<file path="config.mk">
export PLATFORM = sky130hd
export DESIGN_NAME = gcw_watchdog
export DESIGN_NICKNAME = d
export VERILOG_FILES = /design/src/rtl/gcw_pkg.sv /design/src/rtl/gcw_watchdog.sv
export VERILOG_INCLUDE_DIRS = /design/src /design/src/rtl
export SDC_FILE = /design/constraint.sdc
export NUM_CORES = 1
export LEC_CHECK = 0
export BUFFER_PORTS_ARGS = -buffer_cell sky130_fd_sc_hd__buf_2
export CAP_MARGIN = 20
export CELL_PAD_IN_SITES_DETAIL_PLACEMENT = 0
export CELL_PAD_IN_SITES_GLOBAL_PLACEMENT = 2
export CORE_ASPECT_RATIO = 1.1
export CORE_UTILIZATION = 30
export CTS_CLUSTER_SIZE = 40
export DETAILED_ROUTE_END_ITERATION = 8
export PLACE_DENSITY = 0.8
export SLEW_MARGIN = 0
export SYNTH_ARGS = -nofsm -noshare
export SYNTH_HDL_FRONTEND = slang
export SYNTH_SLANG_ARGS = --single-unit
</file>
<file path="constraint.sdc">
create_clock -name mclk -period 3.5 [get_ports mclk]
set_input_delay 0.175 -clock mclk [delete_from_list [all_inputs] [get_ports mclk]]
set_output_delay 0.175 -clock mclk [all_outputs]
set_load 0.05 [all_outputs]
</file>
<file path="src/rtl/gcw_params.svh">
/*
  Constants for the gateway watchdog and status block: offsets, fields,
  reset values and timing counts. Assumes a 200 MHz mclk.
*/
// How it works
// [RQ1] Watchdog interval setting counts 100 ms units; N means N tenths.
// [RQ2] Interval setting of zero disables the watchdog completely.
// [RQ3] No client traffic within the interval expires timer and forces reset.
// [RQ4] After any reset the interval defaults to 100 tenths, ten seconds.
// [RQ5] Set-interval applies at once and restarts the timer from the new interval.
// [RQ6] Interlock request returns a byte, bit n one when channel n powered.
// [RQ7] Up to six interlock channels, each sensed by its own input.
// [RQ8] The block keeps its own active port record without client requests.
// [RQ9] Link request returns a 16-bit snapshot, bit n set when port connected.
// [RQ10] Status holds only a reset-occurred flag; no comm-fault or type flags.
// [RQ11] Set reset flag reports restart error with gateway id in low byte.
// [RQ12] Client addresses the gateway with port number 0xFF.
// [RQ13] No-operation changes nothing but returns the module status.
// [RQ14] Each valid client communication restarts the timer from full interval.
// [RQ15] After any hardware reset the reset-occurred flag stays set until cleared.
`ifndef GCW_PARAMS_SVH
`define GCW_PARAMS_SVH

`define GCW_CLK_HZ         200000000
`define GCW_TICK_MS        100
`define GCW_TICK_CYC       ((`GCW_CLK_HZ / 1000) * `GCW_TICK_MS)
`define GCW_DEF_TENTHS     8'h64
`define GCW_GATEWAY_PORT   8'hFF

`define GCW_ADDR_CTRL      4'h0
`define GCW_ADDR_STATUS    4'h1
`define GCW_ADDR_INTERLOCK 4'h2
`define GCW_ADDR_LINK      4'h3
`define GCW_ADDR_IRQ_STAT  4'h4
`define GCW_ADDR_IRQ_MASK  4'h5
`define GCW_ADDR_ERROR     4'h6

`define GCW_STAT_RST_BIT   0
`define GCW_IRQ_RST_BIT    0
`define GCW_IRQ_LINK_BIT   1
`define GCW_IRQ_LOCK_BIT   2

`endif

</file>
<file path="src/rtl/gcw_pkg.sv">
/*
  Types for the gateway watchdog and status block.
  Assumes gcw_params.svh is included by the design file.
*/
package gcw_pkg;

  typedef enum logic [2:0] {
    GCW_ACT_NONE      = 3'b000,
    GCW_ACT_NOP       = 3'b001,
    GCW_ACT_SETWD     = 3'b010,
    GCW_ACT_INTERLOCK = 3'b011,
    GCW_ACT_LINK      = 3'b100,
    GCW_ACT_CLEAR     = 3'b101
  } gcw_action_type;

  typedef struct packed {
    logic           valid;
    gcw_action_type action;
    logic [7:0]     port;
    logic [7:0]     arg;
  } gcw_req_type;

  typedef struct packed {
    logic        valid;
    logic [15:0] data;
    logic [7:0]  status;
    logic [31:0] error;
  } gcw_rsp_type;

  typedef struct packed {
    logic [7:0]  tenths_r;
    logic [7:0]  tenths_left_r;
    logic [31:0] tick_cnt_r;
    logic        rst_flag_r;
    logic        wd_reset_r;
    logic [5:0]  lock_r;
    logic [15:0] ports_r;
    logic [2:0]  irq_stat_r;
    logic [2:0]  irq_mask_r;
    logic        irq_r;
    logic [15:0] rdata_r;
    gcw_rsp_type rsp_r;
  } gcw_state_type;

endpackage

</file>
<file path="src/rtl/gcw_watchdog.sv">
/*
  Gateway communication watchdog with interlock and link status.
  Assumes interlock sense inputs are asynchronous pins and that the port
  presence inputs come from link logic on mclk. The external reset
  controller feeds wd_reset_req back into rstn.
*/
// The address map and the plain strobed port were left to the implementer.
`timescale 1ns/1ps
`include "gcw_params.svh"

module gcw_watchdog
  import gcw_pkg::*;
#(
  parameter int          NUM_LOCKS = 6,
  parameter int          NUM_PORTS = 16,
  parameter logic [31:0] TICK_CYC  = `GCW_TICK_CYC,
  parameter logic [7:0]  MODULE_ID = 8'h5A  // Arbitrary value
)
(
  input  wire logic           mclk,
  input  wire logic           rstn,
  input  wire gcw_req_type    req,
  output      gcw_rsp_type    rsp,
  input  wire logic [5:0]     interlock_sense,
  input  wire logic [15:0]    port_present,
  input  wire logic [3:0]     reg_addr,
  input  wire logic [15:0]    reg_wdata,
  input  wire logic           reg_wr,
  input  wire logic           reg_rd,
  output      logic [15:0]    reg_rdata,
  output      logic           wd_reset_req,
  output      logic           irq
);

  gcw_state_type s_r;
  gcw_state_type s_nxt;
  logic [5:0]    lock_meta_r;
  logic [5:0]    lock_sync_r;
  logic          wd_enabled;
  logic          wd_expire;
  logic          client_kick;
  logic          set_wd;
  logic          gw_target;
  logic [2:0]    irq_events;

  // [RQ7] Sense sync
  always_ff @(posedge mclk or negedge rstn)
  begin
    if (!rstn)
    begin
      lock_meta_r <= 6'h00;
      lock_sync_r <= 6'h00;
    end
    else
    begin
      lock_meta_r <= interlock_sense;
      lock_sync_r <= lock_meta_r;
    end
  end

  // [RQ12] Gateway addressing
  assign gw_target   = req.port == `GCW_GATEWAY_PORT;
  assign client_kick = req.valid && req.action != GCW_ACT_NONE;
  assign set_wd      = client_kick && gw_target && req.action == GCW_ACT_SETWD;
  // [RQ2] Zero disables
  assign wd_enabled  = s_r.tenths_r != 8'h00;
  assign wd_expire   = wd_enabled && s_r.tenths_left_r == 8'h01 && s_r.tick_cnt_r == TICK_CYC - 32'h1;

  always_comb
  begin
    s_nxt = s_r;
    irq_events = 3'b000;
    s_nxt.rsp_r.valid = 1'b0;
    s_nxt.rdata_r = 16'h0000;
    s_nxt.lock_r = lock_sync_r;
    // [RQ8] Own port record
    s_nxt.ports_r = port_present;
    if (s_nxt.ports_r != s_r.ports_r)
      irq_events[`GCW_IRQ_LINK_BIT] = 1'b1;
    if (s_nxt.lock_r != s_r.lock_r)
      irq_events[`GCW_IRQ_LOCK_BIT] = 1'b1;

    // [RQ1] Tenths counting
    if (wd_enabled)
    begin
      if (s_r.tick_cnt_r == TICK_CYC - 32'h1)
      begin
        s_nxt.tick_cnt_r = 32'h0;
        s_nxt.tenths_left_r = s_r.tenths_left_r - 8'h01;
      end
      else
        s_nxt.tick_cnt_r = s_r.tick_cnt_r + 32'h1;
    end
    // [RQ3] Expiry resets
    if (wd_expire)
      s_nxt.wd_reset_r = 1'b1;

    // [RQ14] Client kick
    if (client_kick)
    begin
      s_nxt.tick_cnt_r = 32'h0;
      s_nxt.tenths_left_r = s_r.tenths_r;
    end
    // [RQ5] New interval now
    if (set_wd)
    begin
      s_nxt.tenths_r = req.arg;
      s_nxt.tenths_left_r = req.arg;
    end

    if (client_kick && gw_target)
    begin
      s_nxt.rsp_r.valid = 1'b1;
      s_nxt.rsp_r.data = 16'h0000;
      unique case (req.action)
        // [RQ6] Interlock byte
        GCW_ACT_INTERLOCK: s_nxt.rsp_r.data = {10'h000, s_r.lock_r};
        // [RQ9] Link snapshot
        GCW_ACT_LINK:      s_nxt.rsp_r.data = s_r.ports_r;
        GCW_ACT_CLEAR:     if (req.arg[`GCW_STAT_RST_BIT]) s_nxt.rst_flag_r = 1'b0;
        // [RQ13] Status only
        GCW_ACT_NOP:       s_nxt.rsp_r.data = 16'h0000;
        default:           s_nxt.rsp_r.data = 16'h0000;
      endcase
      // [RQ10] Reset flag only
      s_nxt.rsp_r.status = {7'h00, s_r.rst_flag_r};
      // [RQ11] Restart error code
      s_nxt.rsp_r.error = s_r.rst_flag_r ? {16'h0000, 8'h01, MODULE_ID} : 32'h0;
    end

    s_nxt.irq_stat_r = s_r.irq_stat_r | irq_events;
    if (reg_wr)
    begin
      unique case (reg_addr)
        `GCW_ADDR_CTRL:
        begin
          s_nxt.tenths_r = reg_wdata[7:0];
          s_nxt.tenths_left_r = reg_wdata[7:0];
          s_nxt.tick_cnt_r = 32'h0;
        end
        `GCW_ADDR_STATUS:
          if (reg_wdata[`GCW_STAT_RST_BIT]) s_nxt.rst_flag_r = 1'b0;
        // Set beats clear so no event is lost
        `GCW_ADDR_IRQ_STAT: s_nxt.irq_stat_r = (s_r.irq_stat_r & ~reg_wdata[2:0]) | irq_events;
        `GCW_ADDR_IRQ_MASK: s_nxt.irq_mask_r = reg_wdata[2:0];
        default: ;
      endcase
    end
    if (reg_rd)
    begin
      unique case (reg_addr)
        `GCW_ADDR_CTRL:      s_nxt.rdata_r = {8'h00, s_r.tenths_r};
        `GCW_ADDR_STATUS:    s_nxt.rdata_r = {15'h0000, s_r.rst_flag_r};
        `GCW_ADDR_INTERLOCK: s_nxt.rdata_r = {10'h000, s_r.lock_r};
        `GCW_ADDR_LINK:      s_nxt.rdata_r = s_r.ports_r;
        `GCW_ADDR_IRQ_STAT:  s_nxt.rdata_r = {13'h0000, s_r.irq_stat_r};
        `GCW_ADDR_IRQ_MASK:  s_nxt.rdata_r = {13'h0000, s_r.irq_mask_r};
        `GCW_ADDR_ERROR:     s_nxt.rdata_r = s_r.rst_flag_r ? {8'h01, MODULE_ID} : 16'h0000;
        default:             s_nxt.rdata_r = 16'h0000;
      endcase
    end
    s_nxt.irq_r = |(s_nxt.irq_stat_r & s_nxt.irq_mask_r);
  end

  always_ff @(posedge mclk or negedge rstn)
  begin
    if (!rstn)
    begin
      s_r <= '0;
      // [RQ4] Default interval
      s_r.tenths_r <= `GCW_DEF_TENTHS;
      s_r.tenths_left_r <= `GCW_DEF_TENTHS;
      // [RQ15] Flag after reset
      s_r.rst_flag_r <= 1'b1;
      s_r.irq_stat_r <= 3'b001;
    end
    else
      s_r <= s_nxt;
  end

  assign rsp          = s_r.rsp_r;
  assign reg_rdata    = s_r.rdata_r;
  assign wd_reset_req = s_r.wd_reset_r;
  assign irq          = s_r.irq_r;

  a_zero_disables: assert property (@(posedge mclk) disable iff (!rstn)
    s_r.tenths_r == 8'h00 |=> !wd_reset_req) else $error("watchdog fired while disabled"); // [RQ2]
  a_expiry_reset: assert property (@(posedge mclk) disable iff (!rstn)
    wd_expire |=> wd_reset_req) else $error("expiry without reset"); // [RQ3]
  a_setwd_apply: assert property (@(posedge mclk) disable iff (!rstn)
    set_wd |=> s_r.tenths_r == $past(req.arg) && s_r.tenths_left_r == $past(req.arg)) else $error("interval not applied"); // [RQ5]
  a_kick_restart: assert property (@(posedge mclk) disable iff (!rstn)
    client_kick && !set_wd && !reg_wr |=> s_r.tick_cnt_r == 32'h0 && s_r.tenths_left_r == $past(s_r.tenths_r)) else $error("kick no restart"); // [RQ14]
  a_lock_reply: assert property (@(posedge mclk) disable iff (!rstn)
    client_kick && gw_target && req.action == GCW_ACT_INTERLOCK |=> rsp.valid && rsp.data[15:6] == 10'h000) else $error("bad interlock reply"); // [RQ6]
  a_link_reply: assert property (@(posedge mclk) disable iff (!rstn)
    client_kick && gw_target && req.action == GCW_ACT_LINK |=> rsp.data == $past(s_r.ports_r)) else $error("bad link reply"); // [RQ9]
  a_status_only: assert property (@(posedge mclk) disable iff (!rstn)
    rsp.valid |-> rsp.status[7:1] == 7'h00) else $error("extra status bits"); // [RQ10]
  a_error_id: assert property (@(posedge mclk) disable iff (!rstn)
    rsp.valid && rsp.status[0] |-> rsp.error[7:0] == MODULE_ID) else $error("error lacks id"); // [RQ11]
  a_nop_status: assert property (@(posedge mclk) disable iff (!rstn)
    client_kick && gw_target && req.action == GCW_ACT_NOP |=> rsp.valid ##0 $stable(s_r.rst_flag_r)) else $error("nop bad"); // [RQ13]
  a_ports_track: assert property (@(posedge mclk) disable iff (!rstn)
    1'b1 |=> s_r.ports_r == $past(port_present)) else $error("port record stale"); // [RQ8]

  // Interlock sense path, reply contents and change flags, plus the link change flag
  a_lock_sync: assert property (@(posedge mclk) disable iff (!rstn) // [RQ7]
    1'b1 |=> lock_sync_r == $past(lock_meta_r))
    else $error("sense sync skipped a stage");

  a_lock_track: assert property (@(posedge mclk) disable iff (!rstn) // [RQ7]
    1'b1 |=> s_r.lock_r == $past(lock_sync_r))
    else $error("interlock record stale");

  a_lock_data: assert property (@(posedge mclk) disable iff (!rstn) // [RQ6]
    client_kick && gw_target && req.action == GCW_ACT_INTERLOCK |=> rsp.data[5:0] == $past(s_r.lock_r))
    else $error("interlock reply wrong bits");

  a_lock_irq: assert property (@(posedge mclk) disable iff (!rstn) // [RQ7]
    s_r.lock_r != lock_sync_r |=> s_r.irq_stat_r[`GCW_IRQ_LOCK_BIT])
    else $error("interlock change not flagged");

  a_irq_link: assert property (@(posedge mclk) disable iff (!rstn) // [RQ8]
    s_r.ports_r != port_present |=> s_r.irq_stat_r[`GCW_IRQ_LINK_BIT])
    else $error("link change not flagged");

  // Interval timing: one tick per cycle, one tenth per full tick span
  a_tick_step: assert property (@(posedge mclk) disable iff (!rstn) // [RQ1]
    wd_enabled && !client_kick && !reg_wr && s_r.tick_cnt_r != TICK_CYC - 32'h1
    |=> s_r.tick_cnt_r == $past(s_r.tick_cnt_r) + 32'h1)
    else $error("tick counter did not advance");

  a_tenth_step: assert property (@(posedge mclk) disable iff (!rstn) // [RQ1]
    wd_enabled && !client_kick && !reg_wr && s_r.tick_cnt_r == TICK_CYC - 32'h1
    |=> s_r.tenths_left_r == $past(s_r.tenths_left_r) - 8'h01)
    else $error("tenths count did not step");

  a_zero_frozen: assert property (@(posedge mclk) disable iff (!rstn) // [RQ2]
    !wd_enabled && !client_kick && !reg_wr |=> $stable(s_r.tick_cnt_r))
    else $error("timer ran while disabled");

  a_no_expire_off: assert property (@(posedge mclk) disable iff (!rstn) // [RQ2]
    !wd_enabled |-> !wd_expire)
    else $error("expiry while disabled");

  // Reset request stays up until the external controller acts
  a_reset_sticky: assert property (@(posedge mclk) disable iff (!rstn) // [RQ3]
    wd_reset_req |=> wd_reset_req)
    else $error("reset request dropped");

  a_no_early_reset: assert property (@(posedge mclk) disable iff (!rstn) // [RQ3]
    !wd_expire && !wd_reset_req |=> !wd_reset_req)
    else $error("reset request without expiry");

  // Restart sources and gateway addressing
  a_other_port_kick: assert property (@(posedge mclk) disable iff (!rstn) // [RQ14]
    client_kick && !gw_target && !reg_wr
    |=> s_r.tick_cnt_r == 32'h0 && s_r.tenths_left_r == $past(s_r.tenths_r))
    else $error("module traffic did not restart timer");

  a_ctrl_write: assert property (@(posedge mclk) disable iff (!rstn) // [RQ5]
    reg_wr && reg_addr == `GCW_ADDR_CTRL |=> s_r.tenths_r == $past(reg_wdata[7:0]) && s_r.tick_cnt_r == 32'h0)
    else $error("interval write not applied");

  a_rsp_gateway: assert property (@(posedge mclk) disable iff (!rstn) // [RQ12]
    !(client_kick && gw_target) |=> !rsp.valid)
    else $error("reply for a non-gateway port");

  // Reset-occurred flag: only reset sets it, only a clear drops it
  a_flag_stays: assert property (@(posedge mclk) disable iff (!rstn) // [RQ15]
    s_r.rst_flag_r && !(reg_wr && reg_addr == `GCW_ADDR_STATUS)
    && !(client_kick && gw_target && req.action == GCW_ACT_CLEAR) |=> s_r.rst_flag_r)
    else $error("reset flag lost");

  a_flag_no_set: assert property (@(posedge mclk) disable iff (!rstn) // [RQ15]
    !s_r.rst_flag_r |=> !s_r.rst_flag_r)
    else $error("reset flag set without reset");

  a_clear_flag: assert property (@(posedge mclk) disable iff (!rstn) // [RQ15]
    client_kick && gw_target && req.action == GCW_ACT_CLEAR && req.arg[0] |=> !s_r.rst_flag_r)
    else $error("clear action ignored");

  a_rd_status: assert property (@(posedge mclk) disable iff (!rstn) // [RQ15]
    reg_rd && reg_addr == `GCW_ADDR_STATUS |=> reg_rdata == {15'h0000, $past(s_r.rst_flag_r)})
    else $error("status read wrong");

  // Error word and no-operation replies
  a_error_zero: assert property (@(posedge mclk) disable iff (!rstn) // [RQ11]
    rsp.valid && !rsp.status[0] |-> rsp.error == 32'h0)
    else $error("error without reset flag");

  a_error_code: assert property (@(posedge mclk) disable iff (!rstn) // [RQ11]
    rsp.valid && rsp.status[0] |-> rsp.error[31:8] == 24'h000001)
    else $error("wrong restart error code");

  a_nop_data: assert property (@(posedge mclk) disable iff (!rstn) // [RQ13]
    client_kick && gw_target && req.action == GCW_ACT_NOP |=> rsp.data == 16'h0000)
    else $error("nop returned data");

  a_nop_keeps: assert property (@(posedge mclk) disable iff (!rstn) // [RQ13]
    client_kick && gw_target && req.action == GCW_ACT_NOP && !reg_wr |=> $stable(s_r.tenths_r))
    else $error("nop changed interval");

  // Register port and interrupt output
  a_rdata_idle: assert property (@(posedge mclk) disable iff (!rstn)
    !reg_rd |=> reg_rdata == 16'h0000)
    else $error("read data outside its cycle");

  a_irq_level: assert property (@(posedge mclk) disable iff (!rstn)
    irq == |(s_r.irq_stat_r & s_r.irq_mask_r))
    else $error("irq level mismatch");

  c_expire:   cover property (@(posedge mclk) disable iff (!rstn) wd_expire);
  c_setwd:    cover property (@(posedge mclk) disable iff (!rstn) set_wd);
  c_link:     cover property (@(posedge mclk) disable iff (!rstn) rsp.valid && rsp.data != 16'h0000);
  c_irq:      cover property (@(posedge mclk) disable iff (!rstn) irq);
  c_clear:    cover property (@(posedge mclk) disable iff (!rstn) rsp.valid && !rsp.status[0]);

endmodule

</file>
After elaboration in Yosys (flattened, before gate mapping)
Index checks and enable logic that the tools add are counted.

word-level totals
  register bits after elaboration = 157
  bits in latches = 0
  memory bits (writable) = 0
  ROM bits = 0
  input bits = 66
  output and inout port bits = 75
  word-level logic and storage cells = 71
  memories = 0

cells by class
  $add $sub $neg = 2
  multiply operators = 0
  div/mod/pow operators = 0
  magnitude comparators = 0
  equal/unequal tests = 15
  shift operators = 0
  multiplexer cells = 23
  bitwise gates (word level) = 5
  reductions and logical operators = 9

operator list
  cell                     number
  $pmux W16 S7             1
  $mux W40                 2
  $mux W57                 1
  $mux W49                 1
  $mux W48                 1
  $add A32 B1 Y32 const B  1
  $eq A32 B25 Y1 const B   1
  $mux W16                 2
  $mux W32                 1
  $pmux W16 S2             1
  $mux W9                  2
  $ne A16 B16 Y1           1
  $eq A4 B3 Y1 const B     3
  $eq A4 B2 Y1 const B     2
  $eq A8 B1 Y1 const B     1
  $eq A8 B8 Y1 const B     1
  $mux W8                  1
  $reduce_bool A8 Y1       1
  $sub A8 B1 Y8 const B    1
  $mux W1                  7
  $and A3 B3 Y3            2
  $eq A3 B2 Y1 const B     2
  $eq A3 B3 Y1 const B     2
  $mux W3                  2
  9 further kinds          14

Depth between registers and ports, before layout
  depth in word-level cells = 7
  mapped depth = 8
  gate-level depth less buffers = 6

Worst setup path before layout
No wires, ideal clock.

  path kind = register to register
  start = register s_r[121] (netlist name)
  end = register s_r[140] (netlist name)
  library setup time = 0.090 ns
  data arrival time = 1.995 ns
  required time = 3.410 ns
  setup slack = 1.414 ns
  cell stages (with the launch flop) = 6
  path buffers = 0
  clock period less this slack = 2.086 ns
  path through = dfrtp_1 -> nor4_1 -> nand2_1 -> or4_4 -> or4_1 -> o221ai_1

RTL lines
  what                    RTL line             source
  start, declared         gcw_watchdog.sv:35   gcw_state_type s_r;
  start signal, assigned  gcw_watchdog.sv:178  s_r <= s_nxt;

==> out/results.md <==
| Group | Parameter | Value |
|---|---|---|
| run status | Run status | finished, final reports clean |
| detailed routing | Drt first pass iters | 4 |
| critical path | Worst flop-to-flop path endpoint | s_r[105] |
| die | Core footprint | 0.0205 sq mm |
| critical path | R2r setup slk | 1.12 ns |
| power | Sequential share of power | 42.6% |
| yosys | Number of standard cells after synthesis | 617 |
| global route | Vias in the first global route | 4646 |
| critical path | Crit path launch type | primary input |
| die | Vertical die dimension | 153 um |
| global route | Antenna violations before repair | 0 |
| clock tree | Setup Fix Bufs, Post-CTS | 0 |
| sta | Worst setup slack after layout | 0.441 ns |
| yosys | EDFF count, synth | 0 |
| global route | Combined global-route utilization of all metal layers | 15.4% |
| clock tree | TritonCTS buffer count | 17 |
| placement | Pre-CTS WS | 0.810 ns |
| yosys | Share of synthesized flip-flops with an asynchronous set or reset | 100% |
| sta | Worst slew margin relative to its limit | 37.8% |
| worst hold path | Hold path startpoint | reg_wdata[0] |
| global route | Global route total overflow | 0 |
| sta | Final setup violating endpoints | 0 |
| critical path | Maximum fanout count along the critical path | 20 |
| yosys | Mean cell area of the mapped netlist | 10.1 sq um |
| detailed routing | Drt first-iter violations | 238 |
| critical path | Crit Path Class | in -> reg |
| sta | Final critical path time including I/O delays and setup | 3.06 ns |
| sta | Max-slew violation count | 0 |
| sta | Measured slew at the worst slew-check pin | 0.925 ns |
| detailed routing | WL per Instance | 16.4 um |
| die | Starting density of the core | 30.5% |
| clock tree | CTS tree | done |
| critical path | Depth of the most critical reg-to-reg path | 6 |
| critical path | Crit Reg-Reg Startpoint | s_r[148] |
| clock tree | Worst-path clk slew | 0.07 ns |
| critical path | Data arrival time at the worst-slack endpoint | 3.44 ns |
| detailed routing | Total via count in the routed design | 4642 |
| worst hold path | Worst Hold Depth | 2 |
| cells and area | Count of inserted antenna diode cells | 0 |
| placement | Post-DP HPWL | 11500 um |
| cells and area | Area grow syn2layout | 19.0% |
| sta | Worst hold slack | 0.0118 ns |
| detailed routing | Number of remaining DRC errors | 0 |
| die | Number of placement rows | 55 |
| power | Power per standard cell area | 519 mW/mm^2 |
| clock tree | Count of H-tree levels built during CTS | 4 |
| cells and area | Total number of nets in the final design | 772 |
| power | Int Pwr | 2.66 mW |
| critical path | Data required time of the critical path | 3.88 ns |
| detailed routing | Top routing layer used | met4 |
| power | Switching pwr | 1.20 mW |
| detailed routing | Routed metal-1 wirelength | 6830 um |
| power | LEAKAGE | 3.47 nW |
| worst hold path | HP Class | in -> reg |
| clock tree | Number of buffers between clock root and the deepest sink | 2 |
| power | Switching part of the total power | 31.0% |
| critical path | Capturing element type of the critical path | register |
| power | Clock network fraction of total power | 45.1% |
| sta | Total negative slack | 0 ns |
| sta | Final cycle utilization of the critical path | 87.4% |
| sta | Unrepaired setup endpoints after global routing | no |
| global route | Wire length of the first global-routing pass | 25100 um |
| detailed routing | Average vias per placed instance | 4.78 |
| placement | Total of buffers placed on input and output ports | 98 |
| placement | Weighted congestion at the end of routability-driven global placement | 0.866 |
| cells and area | Layout cells sized above 1 | 22.1% |
| die | Total I/O pin count | 141 |
| global route | Largest net degree at the start of global routing | 48 |
| placement | Placed cell count | 915 |
| detailed routing | Routed wl met2 | 8110 um |
| power | Relative contribution of combinational cells to total power | 12.3% |
| sta | Hold Vio Cnt, Final | 0 |
| yosys | Prevailing post-synth register cell | sky130_fd_sc_hd__dfrtp_1 |
| yosys | Number of distinct standard cells referenced by the synthesized netlist | 61 |
| flow run | Max-cap viol count | 0 |
| yosys | Register bit count reported by yosys | 125 |
| clock tree | Worst skew pair latency | 0.43 ns |
| die | DIE WIDTH | 140 um |
| clock tree | Clk sinks | 125 |
| detailed routing | Count of antenna-violating nets left after detailed routing | 0 |
| detailed routing | Total length of routed wires | 16000 um |
| sta | Clock tree skew after final layout | 0.0132 ns |
| worst hold path | Endpoint, Worst Hold | s_r[77] |
| yosys | Number of warning messages in the yosys log | 0 |
| yosys | Mapped cell area | 0.00625 sq mm |
| clock tree | Root buffer cell | sky130_fd_sc_hd__clkbuf_16 |
| cells and area | Final Instance Count excl. Fillers | 972 |
| detailed routing | Met3 wire length | 744 um |
| sta | F_max | 327 MHz |
| yosys | Fraction of the yosys area taken by sequential cells | 50.2% |
| die | Area of the die | 0.0214 sq mm |
| power | VDD IR max | 0.329 mV |
cells in the final DEF (no fill, tap or decap), types with 5 or more instances in the layout:
| master | instances |
|---|---|
| sky130_fd_sc_hd__xnor2_1 | 10 |
| sky130_fd_sc_hd__mux2i_1 | 11 |
| sky130_fd_sc_hd__inv_8 | 9 |
| sky130_fd_sc_hd__o211ai_1 | 5 |
| sky130_fd_sc_hd__buf_2 | 97 |
| sky130_fd_sc_hd__dfrtp_1 | 117 |
| sky130_fd_sc_hd__and2_1 | 11 |
| sky130_fd_sc_hd__nand4_1 | 13 |
| sky130_fd_sc_hd__o21ai_0 | 11 |
| sky130_fd_sc_hd__dlygate4sd3_1 | 25 |
| sky130_fd_sc_hd__inv_1 | 5 |
| sky130_fd_sc_hd__nand3_1 | 29 |
| sky130_fd_sc_hd__buf_4 | 9 |
| sky130_fd_sc_hd__clkbuf_16 | 17 |
| sky130_fd_sc_hd__and3_1 | 9 |
| sky130_fd_sc_hd__nand2_1 | 54 |
| sky130_fd_sc_hd__a221oi_1 | 10 |
| sky130_fd_sc_hd__xor2_1 | 43 |
| sky130_fd_sc_hd__nor2_1 | 72 |
| sky130_fd_sc_hd__conb_1 | 34 |
| sky130_fd_sc_hd__a21oi_1 | 23 |
| sky130_fd_sc_hd__dfstp_2 | 8 |
| sky130_fd_sc_hd__nor4_1 | 9 |
registers in the layout, indices dropped and copies added, names as in the netlist:
name	count
rsp	18
wd_reset_req	1
reg_rdata	16
lock_meta_r	6
s_r	77
irq	1
lock_sync_r	6
timing repair:
action                    CTS  global route
hold endpoints to repair   57             0
gates resized for setup     0             0
hold buffers               25             0
kinds of logic after synthesis:
logic type                 after synthesis  share of synthesized area, %
AOI/OAI and AO/OA                       83                          9.49
xor gates and xnor gates                53                          7.43
adders and majority gates                3                         0.601
buffers and inverters                  102                          10.6
DFF                                    125                          50.2
muxes                                   14                          2.30
other                                    1                        0.0600
and+or+nand+nor                        236                          19.3
stage by stage:
stage                     area, sq um  utilization (%)  power (mW)
after floorplan                  6370                -        1.99
after global placement           6610             32.2        2.11
after detailed placement         6610             32.2        2.12
after CTS                        7440             36.3        3.90
after global routing             7440             36.3        4.03
final                            7440             36.3        3.86
power by group through the flow:
stage / sequential [mW] / clock [mW] / combinational, mW
2_1_floorplan: 1.64 / 0 / 0.352
3_3_place_gp: 1.67 / 0 / 0.448
3_5_place_dp: 1.67 / 0 / 0.455
4_1_cts: 1.64 / 1.78 / 0.478
5_1_grt: 1.66 / 1.86 / 0.522
6_report: 1.64 / 1.74 / 0.475
critical path: stages:
cell	delay, ns
sky130_fd_sc_hd__dlygate4sd3_1	0.57
sky130_fd_sc_hd__buf_2	0.17
sky130_fd_sc_hd__o31ai_1	0.24
sky130_fd_sc_hd__buf_4	0.24
sky130_fd_sc_hd__or3_1	0.58
sky130_fd_sc_hd__inv_1	0.53
sky130_fd_sc_hd__a41oi_1	0.34
sky130_fd_sc_hd__dlygate4sd3_1	0.58
cell type report:
| type | count | area (sq um) |
|---|---|---|
| multi-input combinational | 423 | 2570 |
| clock inverter | 15 | 160 |
| inverter | 5 | 18.8 |
| tap | 256 | 320 |
| timing repair buffer | 131 | 803 |
| clock buffer | 17 | 425 |
| fill | 2055 | 13100 |
| sequential | 125 | 3140 |
per-layer routing:
layer,vias up,GRT usage [%]
met5,-,0
met4,0,5.44
met3,29,3.67
met2,139,26.8
met1,2251,18.4
li1,2223,-
Yosys cell counts (all sizes together), types with 4 or more instances:
master	instances	area, sq um
or3	4	25.0
and3	9	56.3
nand2	54	203
nor2	72	270
nor4	12	93.8
clkbuf	16	60.1
xnor2	10	87.6
dfstp	8	210
nand4	14	93.8
nand4b	4	35.0
a221oi	10	87.6
buf	81	584
inv	5	18.8
a21o	4	30.0
o211ai	5	37.5
dfrtp	117	2930
xor2	43	377
and2	11	68.8
nor2b	4	25.0
a21oi	23	115
mux2i	11	110
nor4b	4	41.3
o21ai	11	55.1
nand3	29	145
how the worst max path moves through the flow:
stage              from  depth (start not counted)  endpoint  slack (ns)
5_1_grt         req[16]                          8  s_r[103]        0.25
6_report        req[16]                          8  s_r[103]        0.44
2_1_floorplan  s_r[121]                          5  s_r[140]        1.41
3_3_place_gp    req[16]                          8  s_r[145]        0.93
3_5_place_dp    req[16]                          8  s_r[148]        0.81
4_1_cts         req[16]                          8  s_r[103]        0.42
No activity file was read; power rests on OpenSTA's default activity.
